## config.mk

```make
export PLATFORM = sky130hd
export DESIGN_NAME = rsbia_top
export DESIGN_NICKNAME = d
export VERILOG_FILES = /design/src/core/rsbia_pkg.sv /design/src/core/rsbia_wrapper.sv /design/src/core/rsbia_top.sv
export VERILOG_INCLUDE_DIRS = /design/src /design/src/core
export SDC_FILE = /design/constraint.sdc
export NUM_CORES = 1
export LEC_CHECK = 0
export BUFFER_PORTS_ARGS = -buffer_cell sky130_fd_sc_hd__buf_2
export CORE_UTILIZATION = 60
export DETAILED_ROUTE_END_ITERATION = 16
export PLACE_DENSITY = 0.79
export SETUP_SLACK_MARGIN = 0.05
export SLEW_MARGIN = 10
export SYNTH_ARGS = -nofsm -noshare
export SYNTH_HDL_FRONTEND = slang
export SYNTH_SLANG_ARGS = --single-unit
```

## constraint.sdc

```tcl
create_clock -name clk_in -period 3 [get_ports clk_in]
set_clock_uncertainty 0.2 [all_clocks]
set_input_delay 0.15 -clock clk_in [delete_from_list [all_inputs] [get_ports clk_in]]
set_output_delay 0.15 -clock clk_in [all_outputs]
set_load 0.1 [all_outputs]
```

## src/core/rsbia_map.svh

```systemverilog
// Register offsets, field positions and cycle counts for the memory self-test access block.
// What this block does
// - Command register write triggers an internal indirect access; reads return in result.
// - Command bit 27 is one while an indirect write is being processed.
// - Command bit 26 is one when the latest indirect write failed.
// - Command bit 25 latches any write failure until software writes one.
// - Command bit 24 chooses read (0) or write (1) access.
// - Command bits 23:16 pick configuration, command control or status register.
// - Command bits 15:8 carry write data; bits 7:0 pick memory 0 to 21.
// - Result bit 9 is one while an indirect read is in progress.
// - Result bit 8 is one when the indirect read failed.
// - Result bits 7:0 return the byte read from the wrapper register.
// - Configuration bit 3 disables and powers down the selected memory.
// - A rising run bit restarts the test; the bit clears itself when done.
// - Status bit 3 shows memory ready; while low, normal accesses are ignored.
// - Status bit 1 shows pass, valid only while the finished bit is one.
// - Status bit 0 is zero before or during a test, one after it.
`ifndef RSBIA_MAP_SVH
`define RSBIA_MAP_SVH
`define RSBIA_CMD_OFS        8'h00
`define RSBIA_RES_OFS        8'h01
`define RSBIA_CMD_WPEND_BIT  27
`define RSBIA_CMD_WERR_BIT   26
`define RSBIA_CMD_STK_BIT    25
`define RSBIA_CMD_TYPE_BIT   24
`define RSBIA_RES_RPEND_BIT  9
`define RSBIA_RES_RERR_BIT   8
`define RSBIA_WRAP_CFG       8'h00
`define RSBIA_WRAP_CTRL      8'h01
`define RSBIA_WRAP_STAT      8'h02
`define RSBIA_CFG_DISABLE    3
`define RSBIA_CFG_FRC_RDY    2
`define RSBIA_CFG_FRC_NRDY   1
`define RSBIA_CTRL_RUN       0
`define RSBIA_MOD_COUNT      22
`define RSBIA_MOD_LAST       8'h15
`define RSBIA_ACCESS_CYCLES  3'h4
`define RSBIA_BIST_CYCLES    7'h40
`endif

```

## src/core/rsbia_pkg.sv

```systemverilog
// Types shared by the memory self-test access block.
package rsbia_pkg;
   typedef enum logic [1:0] {RSBIA_IDLE, RSBIA_WRITE, RSBIA_READ} rsbia_fsm_t;

   typedef struct packed {
      rsbia_fsm_t  fsm;
      logic [2:0]  cnt;
      logic        acc_type;
      logic [7:0]  acc_addr;
      logic [7:0]  acc_data;
      logic [7:0]  acc_mod;
      logic        wr_err;
      logic        write_failure_latched;
      logic        rd_err;
      logic [7:0]  rd_data;
      logic [31:0] rdata;
   } rsbia_top_t;

   typedef struct packed {
      logic [4:0] cfg;
      logic [2:0] ctrl;
      logic [6:0] count;
      logic       done;
      logic       ok;
   } rsbia_wrap_t;
endpackage : rsbia_pkg

```

## src/core/rsbia_wrapper.sv

```systemverilog
// Per-memory wrapper control: configuration, test command and test status.
`timescale 1ns/1ps
`include "rsbia_map.svh"
module rsbia_wrapper
   import rsbia_pkg::*;
(
   // Clock and reset
   input  wire logic       clk_in,
   input  wire logic       sys_rst_in,
   // Indirect register access
   input  wire logic       wr_en_in,
   input  wire logic [7:0] reg_sel_in,
   input  wire logic [7:0] wdata_in,
   output logic      [7:0] rdata_out,
   // Memory side
   input  wire logic       fault_in,
   output logic            mem_enable_out,
   output logic            mem_ready_out
);
   rsbia_wrap_t st;
   rsbia_wrap_t next_st;
   logic        start;

   assign start = wr_en_in && (reg_sel_in == `RSBIA_WRAP_CTRL)
                  && wdata_in[`RSBIA_CTRL_RUN] && !st.ctrl[`RSBIA_CTRL_RUN];

   always_comb begin
      next_st = st;
      if (wr_en_in && reg_sel_in == `RSBIA_WRAP_CFG) begin
         next_st.cfg = wdata_in[4:0];
      end
      if (wr_en_in && reg_sel_in == `RSBIA_WRAP_CTRL) begin
         next_st.ctrl = wdata_in[2:0];
      end
      if (start) begin
         next_st.count = 7'h00;
         next_st.done  = 1'b0;
         next_st.ok    = 1'b1;
      end else if (st.ctrl[`RSBIA_CTRL_RUN]) begin
         if (fault_in) begin
            next_st.ok = 1'b0;
         end
         next_st.count = st.count + 7'h01;
         if (st.count == `RSBIA_BIST_CYCLES - 7'h01) begin
            next_st.ctrl[`RSBIA_CTRL_RUN] = 1'b0;
            next_st.done                  = 1'b1;
         end
      end
   end

   always_ff @(posedge clk_in) begin
      if (sys_rst_in) begin
         st <= '0;
      end else begin
         st <= next_st;
      end
   end

   // Forcing wins over the engine so software can keep a memory shown ready during test.
   always_comb begin
      if (st.cfg[`RSBIA_CFG_FRC_RDY]) begin
         mem_ready_out = 1'b1;
      end else if (st.cfg[`RSBIA_CFG_FRC_NRDY]) begin
         mem_ready_out = 1'b0;
      end else begin
         mem_ready_out = !st.ctrl[`RSBIA_CTRL_RUN] && !st.cfg[`RSBIA_CFG_DISABLE];
      end
   end

   assign mem_enable_out = !st.cfg[`RSBIA_CFG_DISABLE];

   always_comb begin
      case (reg_sel_in)
         `RSBIA_WRAP_CFG:  rdata_out = {3'h0, st.cfg};
         `RSBIA_WRAP_CTRL: rdata_out = {5'h0, st.ctrl};
         `RSBIA_WRAP_STAT: rdata_out = {4'h0, mem_ready_out, 1'b0, st.ok, st.done};
         default:          rdata_out = 8'h00;
      endcase
   end
endmodule : rsbia_wrapper

```

## src/core/rsbia_top.sv

```systemverilog
// Direct command and result registers driving indirect access to the memory wrappers.
`timescale 1ns/1ps
`include "rsbia_map.svh"
module rsbia_top
   import rsbia_pkg::*;
(
   // Clock and reset
   input  wire logic                        clk_in,
   input  wire logic                        sys_rst_in,
   // Direct register port
   input  wire logic [7:0]                  reg_addr_in,
   input  wire logic                        reg_wr_in,
   input  wire logic                        reg_rd_in,
   input  wire logic [31:0]                 reg_wdata_in,
   output logic      [31:0]                 reg_rdata_out,
   // Preconditions from the rest of the chip
   input  wire logic                        mem_resets_released_in,
   input  wire logic                        link_setup_clear_in,
   // Memory side, one bit per memory module
   input  wire logic [`RSBIA_MOD_COUNT-1:0] mem_fault_in,
   output logic      [`RSBIA_MOD_COUNT-1:0] mem_enable_out,
   output logic      [`RSBIA_MOD_COUNT-1:0] mem_ready_out
);
   rsbia_top_t  st;
   rsbia_top_t  next_st;
   logic        access_allowed;
   logic        cmd_write;
   logic        start_write;
   logic        start_read;
   logic        access_last;
   logic        acc_fail;
   logic        wr_strobe;
   logic        wr_fail_evt;
   logic        rd_done_evt;
   logic        stk_clear;
   logic [7:0]  sel_rdata;
   logic [31:0] cmd_word;
   logic [31:0] res_word;
   logic [7:0]  wrap_rdata [`RSBIA_MOD_COUNT];

   // True when the indirect target exists and allows the access kind.
   function automatic logic target_ok(input logic [7:0] mod,
                                      input logic [7:0] addr,
                                      input logic       is_write);
      logic ok;
      ok = (mod <= `RSBIA_MOD_LAST);
      if (addr > `RSBIA_WRAP_STAT) begin
         ok = 1'b0;
      end
      if (is_write && addr == `RSBIA_WRAP_STAT) begin
         ok = 1'b0;
      end
      return ok;
   endfunction : target_ok

   // Decode of a memory module number against a wrapper slot.
   function automatic logic mod_hit(input logic [7:0] mod, input int slot);
      return mod == 8'(slot);
   endfunction : mod_hit

   // Without released memory resets and quiet link clocks the engine cannot run safely.
   assign access_allowed = mem_resets_released_in && link_setup_clear_in;

   assign cmd_write   = reg_wr_in && (reg_addr_in == `RSBIA_CMD_OFS);
   assign start_write = cmd_write && access_allowed && (st.fsm == RSBIA_IDLE)
                        && reg_wdata_in[`RSBIA_CMD_TYPE_BIT];
   assign start_read  = cmd_write && access_allowed && (st.fsm == RSBIA_IDLE)
                        && !reg_wdata_in[`RSBIA_CMD_TYPE_BIT];
   assign stk_clear   = cmd_write && reg_wdata_in[`RSBIA_CMD_STK_BIT];

   assign access_last = (st.cnt == `RSBIA_ACCESS_CYCLES - 3'h1);
   assign acc_fail    = !target_ok(st.acc_mod, st.acc_addr, st.acc_type);
   assign wr_strobe   = (st.fsm == RSBIA_WRITE) && access_last && !acc_fail;
   assign wr_fail_evt = (st.fsm == RSBIA_WRITE) && access_last && acc_fail;
   assign rd_done_evt = (st.fsm == RSBIA_READ) && access_last;

   always_comb begin
      sel_rdata = 8'h00;
      for (int i = 0; i < `RSBIA_MOD_COUNT; i++) begin
         if (mod_hit(st.acc_mod, i)) begin
            sel_rdata = wrap_rdata[i];
         end
      end
   end

   assign cmd_word = {4'h0, (st.fsm == RSBIA_WRITE), st.wr_err, st.write_failure_latched,
                      st.acc_type, st.acc_addr, st.acc_data, st.acc_mod};
   assign res_word = {22'h0, (st.fsm == RSBIA_READ), st.rd_err, st.rd_data};

   always_comb begin
      next_st = st;
      case (st.fsm)
         RSBIA_IDLE: begin
            next_st.cnt = 3'h0;
            if (start_write || start_read) begin
               next_st.acc_type = reg_wdata_in[`RSBIA_CMD_TYPE_BIT];
               next_st.acc_addr = reg_wdata_in[23:16];
               next_st.acc_data = reg_wdata_in[15:8];
               next_st.acc_mod  = reg_wdata_in[7:0];
               next_st.fsm      = start_write ? RSBIA_WRITE : RSBIA_READ;
            end
         end
         RSBIA_WRITE: begin
            next_st.cnt = st.cnt + 3'h1;
            if (access_last) begin
               next_st.wr_err = acc_fail;
               next_st.fsm    = RSBIA_IDLE;
            end
         end
         RSBIA_READ: begin
            next_st.cnt = st.cnt + 3'h1;
            if (access_last) begin
               next_st.rd_err  = acc_fail;
               next_st.rd_data = acc_fail ? 8'h00 : sel_rdata;
               next_st.fsm     = RSBIA_IDLE;
            end
         end
         default: begin
            next_st.fsm = RSBIA_IDLE;
         end
      endcase
      // A failure landing in the same cycle as a clear keeps the flag set.
      next_st.write_failure_latched = (st.write_failure_latched && !stk_clear) || wr_fail_evt;
      if (reg_rd_in) begin
         case (reg_addr_in)
            `RSBIA_CMD_OFS: next_st.rdata = cmd_word;
            `RSBIA_RES_OFS: next_st.rdata = res_word;
            default:        next_st.rdata = 32'h0000_0000;
         endcase
      end
   end

   always_ff @(posedge clk_in) begin
      if (sys_rst_in) begin
         st <= '0;
      end else begin
         st <= next_st;
      end
   end

   assign reg_rdata_out = st.rdata;

   // Each memory module gets its own wrapper; only the addressed one sees the write.
   generate
      for (genvar g = 0; g < `RSBIA_MOD_COUNT; g++) begin : g_wrap
         rsbia_wrapper u_wrap (
            .clk_in         (clk_in),
            .sys_rst_in     (sys_rst_in),
            .wr_en_in       (wr_strobe && mod_hit(st.acc_mod, g)),
            .reg_sel_in     (st.acc_addr),
            .wdata_in       (st.acc_data),
            .rdata_out      (wrap_rdata[g]),
            .fault_in       (mem_fault_in[g]),
            .mem_enable_out (mem_enable_out[g]),
            .mem_ready_out  (mem_ready_out[g])
         );
      end
   endgenerate
endmodule : rsbia_top

```

==> Word level (Yosys, flattened, before mapping) <==
Cells that the tools add are included.
{ "totals": {"ff_bits": 447, "inputBits": 68, "out_inout_bits": 76, "wordCells": 783} }
{ "op_classes": {"addsub": 23, "order_cmp": 2, "n_eq_ne": 51, "n_mux": 251, "reduce_logical": 313} }
{ "ops": {"columns": ["cell", "count"], "rows": [
  ["case mux 5 bit (3 select lines)", 22],
  ["2-to-1 mux 10 bit", 22],
  ["2-to-1 mux 8 bit", 23],
  ["2-to-1 mux 1 bit", 178],
  ["adder 7 x 1 -> 7 bit, second input constant", 22],
  ["equality test 7 x 6 -> 1 bit, second input constant", 22],
  ["logical AND 1 bit", 144],
  ["AND reduction 2 bit", 48],
  ["nonzero test 2 bit", 45],
  ["equality test 8 x 4 -> 1 bit, second input constant", 8],
  ["case mux 28 bit (2 select lines)", 1],
  ["equality test 8 x 5 -> 1 bit, second input constant", 6],
  ["logical NOT 1 bit", 47],
  ["OR reduction 2 bit", 23],
  ["equality test 8 x 3 -> 1 bit, second input constant", 4],
  ["equality test 8 x 1 -> 1 bit, second input constant", 3],
  ["equality test 8 x 2 -> 1 bit, second input constant", 3],
  ["logical NOT 8 bit", 3],
  ["> comparator 8 x 2 -> 1 bit, second input constant", 1],
  ["<= comparator 8 x 5 -> 1 bit, second input constant", 1],
  ["2-to-1 mux 2 bit", 3],
  ["case mux 3 bit (2 select lines)", 1],
  ["inequality test 2 x 1 -> 1 bit, second input constant", 2],
  ["case mux 2 bit (2 select lines)", 1],
  ["other kinds (6)", 7]
]} }

==> Depth between registers and ports, before layout <==
{ "logic_depth": {"word_depth": 28, "mapped_depth": 11, "mapped_depth_nobuf": 9} }

==> Cells and area by module <==
A second synthesis with hierarchy kept.
{ "unflattened": {"hier_cells": 2879, "hier_area_um2": 25095.3} }
{ "modules_own_cells": {"columns": ["module", "n_inst", "cells_each", "area_each_um2", "seq_area_each_um2"], "rows": [
  ["rsbia_wrapper at g_wrap[0].u_wrap ...", 13, 108, 932.1, 340.3],
  ["rsbia_wrapper at g_wrap[21].u_wrap ...", 7, 103, 913.4, 340.3],
  ["rsbia_top", 1, 546, 4710.8, 1381.3],
  ["rsbia_wrapper at g_wrap[9].u_wrap", 1, 103, 942.2, 340.3],
  ["rsbia_wrapper at g_wrap[8].u_wrap", 1, 105, 930.9, 340.3]
]} }

==> Worst setup path after synthesis <==
No wires, ideal clock.
{ "synth_timing": {"path_type": "reg2reg", "start": "reg st, in the netlist cmd_word[18]", "end": "reg st, in the netlist res_word[0]", "setup_ns": 0.061, "t_arrival_ns": 2.383, "required_ns": 2.739, "setup_slack_ns": 0.357, "stages_incl_launch_ff": 9, "path_buffers": 1, "synth_period_minus_slack_ns": 2.643, "path_cell_list": "dfxtp_1 > or4_4 > buf_6 > a211o_1 > a32oi_1 > o211ai_1 > a311o_1 > a2111oi_2 > o221a_1"} }
{ "synth_between": {"elab_chain_cells": 25, "word_cells_on_any_way": 52, "classes_between": "1 x order compare; 2 x eq/ne; 47 x mux; 2 x reduce/logical"} }
{ "synth_rtl": {"columns": ["element", "line_no", "rtl"], "rows": [
  ["start: declaration", "rsbia_top.sv:24", "rsbia_top_t st;"],
  ["start signal: assignment", "rsbia_top.sv:137", "st <= next_st;"],
  ["equality test 8 x 2 -> 1 bit (tied with other cells)", "rsbia_wrapper.sv:73", "case (reg_sel_in)"],
  ["case mux 5 bit (3 select lines)", "rsbia_wrapper.sv:73", null],
  ["2-to-1 mux 8 bit (22 in series)", "rsbia_top.sv:80", "if (mod_hit(st.acc_mod, i)) begin"],
  ["2-to-1 mux 8 bit *", "rsbia_top.sv:114", "next_st.rd_data = acc_fail ? 8'h00 : sel_rdata;"]
]} }
Mark *: on every way between the ends. The rest lies on a longest branch, timed or not.
A chain may end at the register's enable or synchronous reset.

==> Final worst setup path <==
{ "layout_timing": {"start": "reg st, in the netlist cmd_word[5]", "end": "reg st, in the netlist res_word[0]"} }
{ "layout_between": {"elab_chain_cells": 24, "word_cells_on_any_way": 48, "classes_between": "1 x order compare; 21 x eq/ne; 25 x mux; 1 x reduce/logical"} }
{ "layout_rtl": {"columns": ["element", "line_no", "rtl"], "rows": [
  ["logical NOT 8 bit", "rsbia_top.sv:58", "return mod == 8'(slot);"],
  ["2-to-1 mux 8 bit (22 in series)", "rsbia_top.sv:80", null],
  ["2-to-1 mux 8 bit *", "rsbia_top.sv:114", null]
]} }
Marked as above.

==> out/results.tsv <==
stage	metric	value	unit
critical_path	critPathKind	register to register	
floorplanning	die_height	188	um
floorplanning	die_area	35300	um^2
drt	drt-wirelength-per-cell	19.3	um
critical_path	cp_data_arrival_time	3150	ps
global_route	grt_overflow	0	
clock_network	path_clk_slew	60	ps
sta	final.setup.tns	0	ps
logic_synthesis	ys_ff_latch	440	
logic_synthesis	syn_area_per_cell	8.13	um^2
global_route	grt_usage	0.341	
clock_network	cts.sink_count	440	
placed_design	gp_congestion	1.03	
critical_path	rrSetupSlack	100	ps
clock_network	numCtsBuffers	46	
critical_path	ff2ff_path_depth	9	
sta	hold_ws	36.2	ps
sta	fmax	0.345	GHz
finish	finish.instance_area	24200	um^2
clock_network	clock_path_buffers	3	
critical_path	cp_cell_sequence	or4_1, buf_4, nor3_2, buf_4, nand4b_1, o211ai_1, a311o_1, a2111oi_4, o221a_1	
logic_synthesis	syn_inst	2552	
placed_design	dpl.hpwl	42700	um
sta	worst_pin_slew	856	ps
critical_path	path_delay_family	simple AND/OR/NAND/NOR gates	
drt	vias_per_cell	6.01	
placed_design	io_buffers	133	
placed_design	dpl-instance-area	22000	um^2
sta	fin_crit_sh	0.967	
drt	ant_nets	0	
finish	n_fill_cell	2556	
power_and_ir_drop	powerDensity	486	nW/um^2
job	max-cap-violations	0	
sta	rsz0062_at_grt	yes	
floorplanning	core_area	33800	um^2
sta	hold_viol_final	0	
logic_synthesis	ys_warn_count	0	
finish	area_delta_synth_final	16.4	%
critical_path	startpoint_type	register	
global_route	grt_pass1_vias	18400	
finish	layout.cells.non_filler	3193	
critical_path	critPathMaxStageDelay	710	ps
placed_design	place_inst	3051	
hold_path	holdPathEnd	reg_rdata_out[8]	
hold_path	hold_path.class	input port to register	
sta	maxSlewHeadroom	0.430	
critical_path	critPathRequiredTime	3250	ps
drt	num_vias	19200	
sta	period_minus_slack	2900	ps
finish	layout_common_cells	dfxtp_1, nor2_1, nand2_1, a21oi_1, buf_2	
sta	drv_slew	0	
power_and_ir_drop	power	11.7	mW
finish	fin_nets	2807	
critical_path	critPathCaptureType	register	
critical_path	cpMostUsedCell	buf_4	
floorplanning	io_pins	144	
finish	multi_input_area	10600	um^2
drt	first_iter_violations	1955	
floorplanning	rows	67	
global_route	grt_max_degree	127	
logic_synthesis	synth-main-ff-cell	dfxtp_1	
critical_path	cp-startpoint	cmd_word[5]	
critical_path	critPathMaxFanout	9	
global_route	antenna_found_initial	0	
sta	finalSetupViolCount	0	
finish	n_antenna_cell	0	
power_and_ir_drop	p_leak	8.87	nW
finish	drive_gt1_frac	0.158	
clock_network	clock_latency	560	ps
clock_network	cts_tree	yes	
logic_synthesis	ys_types	81	
critical_path	rr_endpoint	res_word[0]	
floorplanning	start_util	0.614	
critical_path	reg2reg_from	cmd_word[5]	
critical_path	path_buf_inv	2	
floorplanning	die_x	188	um
drt	drt_first_pass_iters	6	
power_and_ir_drop	vdd_ir_drop_max	466	uV
finish	seq_area	8820	um^2
logic_synthesis	async_flop_share	0	
logic_synthesis	synth_area	20800	um^2
drt	drc_errors	0	
clock_network	cts_max_level	2	
hold_path	holdPathStages	6	
critical_path	slowest_stage	or4_1	
logic_synthesis	yosysSeqAreaShare	0.424	
finish	final_common_cell	dfxtp_1	
outcome	status	finished clean	
hold_path	worstHoldStart	reg_addr_in[3]	
logic_synthesis	synth_edf_count	0	
drt	drt-total-wl	61600	um
global_route	grt_pass1_wl	97100	um
clock_network	cts-root-buf	clkbuf_16	
synthesized netlist by cell type, types with 5 or more instances:
library cell	count	area (um^2)
a31oi_1	7	43.8
a221oi_1	17	149
a21oi_1	201	1010
xor2_1	66	578
a2bb2oi_1	7	61.3
nand2b_1	8	50.1
o211ai_1	16	120
xnor2_1	44	385
o21bai_1	15	113
o21bai_2	5	56.3
nor2_1	398	1490
a211oi_1	23	173
nor3_1	71	355
dfxtp_1	440	8810
o21ai_0	51	255
o22ai_1	11	68.8
o21a_1	25	188
nor3_2	8	80.1
mux2i_1	112	1120
nand3_1	115	576
a22oi_1	42	315
nand4_1	45	282
buf_4	77	578
nor2b_1	14	87.6
nand2_1	351	1320
clkbuf_1	115	432
or2_2	24	150
buf_1	7	26.3
inv_1	64	240
mux2_2	18	203
o311ai_0	5	43.8
a32oi_1	5	43.8
ha_1	28	350
buf_2	22	110
or3_1	8	50.1
where the power goes:
group	switching (mW)	internal, mW
Combinational	0.170	0.115
Sequential	0.000266	5.84
Clock	2.35	3.27
Total	2.52	9.23
layer usage:
| layer | vias up | wire length [um] | track usage |
|---|---|---|---|
| met3 | 159 | 5610 | 0.0548 |
| met2 | 952 | 28400 | 0.561 |
| met4 | 0 | 2040 | 0.129 |
| met5 | - | 0 | 0 |
| li1 | 9014 | - | - |
| met1 | 9050 | 25500 | 0.447 |
cell type report:
type	instances	share of cell area
sequential	440	0.365
inverter	66	0.0103
clock buffer	64	0.0551
multi-input combinational	1825	0.439
clock inverter	18	0.00653
timing repair buffer	332	0.101
tap	448	0.0232
what timing repair did:
action	in CTS	in global routing
setup endpoints to repair	0	28
setup buffers	0	1
hold buffers	60	0
hold endpoints to repair	68	0
resized for setup	0	10
worst max path at each step:
stage                              to  slack [ps]  depth (start not counted)
after floorplan           res_word[0]         360                          8
after global placement    res_word[0]         100                          8
after detailed placement  res_word[0]         120                          8
after CTS                 res_word[0]          80                          8
after global routing      res_word[0]          40                          9
final                     res_word[0]         100                          9
worst register-to-register path, cell delays in order, from the launching register on:
cell       delay [ps]
dfxtp_1           370
or4_1             710
buf_4             260
nor3_2            200
buf_4             200
nand4b_1          110
o211ai_1          210
a311o_1           230
a2111oi_4          80
o221a_1           230
kinds of logic after synthesis:
group | synth area share
buffers and inverters | 0.0688
adder cells (fa/ha/maj) | 0.0169
other | 0.000181
flip-flops | 0.424
AO/OA/AOI/OAI | 0.146
XOR/XNOR | 0.0464
AND/OR/NAND/NOR | 0.230
multiplexers | 0.0670
registers in the layout, summed over array words and instances, names as in the netlist:
| register | count |
|---|---|
| cmd_word | 27 |
| st | 5 |
| res_word | 6 |
| g_wrap.u_wrap.st | 374 |
| reg_rdata_out | 28 |
metrics by stage:
step	setup slack, ps	utilization
2_1_floorplan	357	-
3_3_place_gp	103	0.651
3_5_place_dp	119	0.651
4_1_cts	75.7	0.713
5_1_grt	39.3	0.715
6_report	98.8	0.715
No activity file was read; power rests on OpenSTA's default activity.
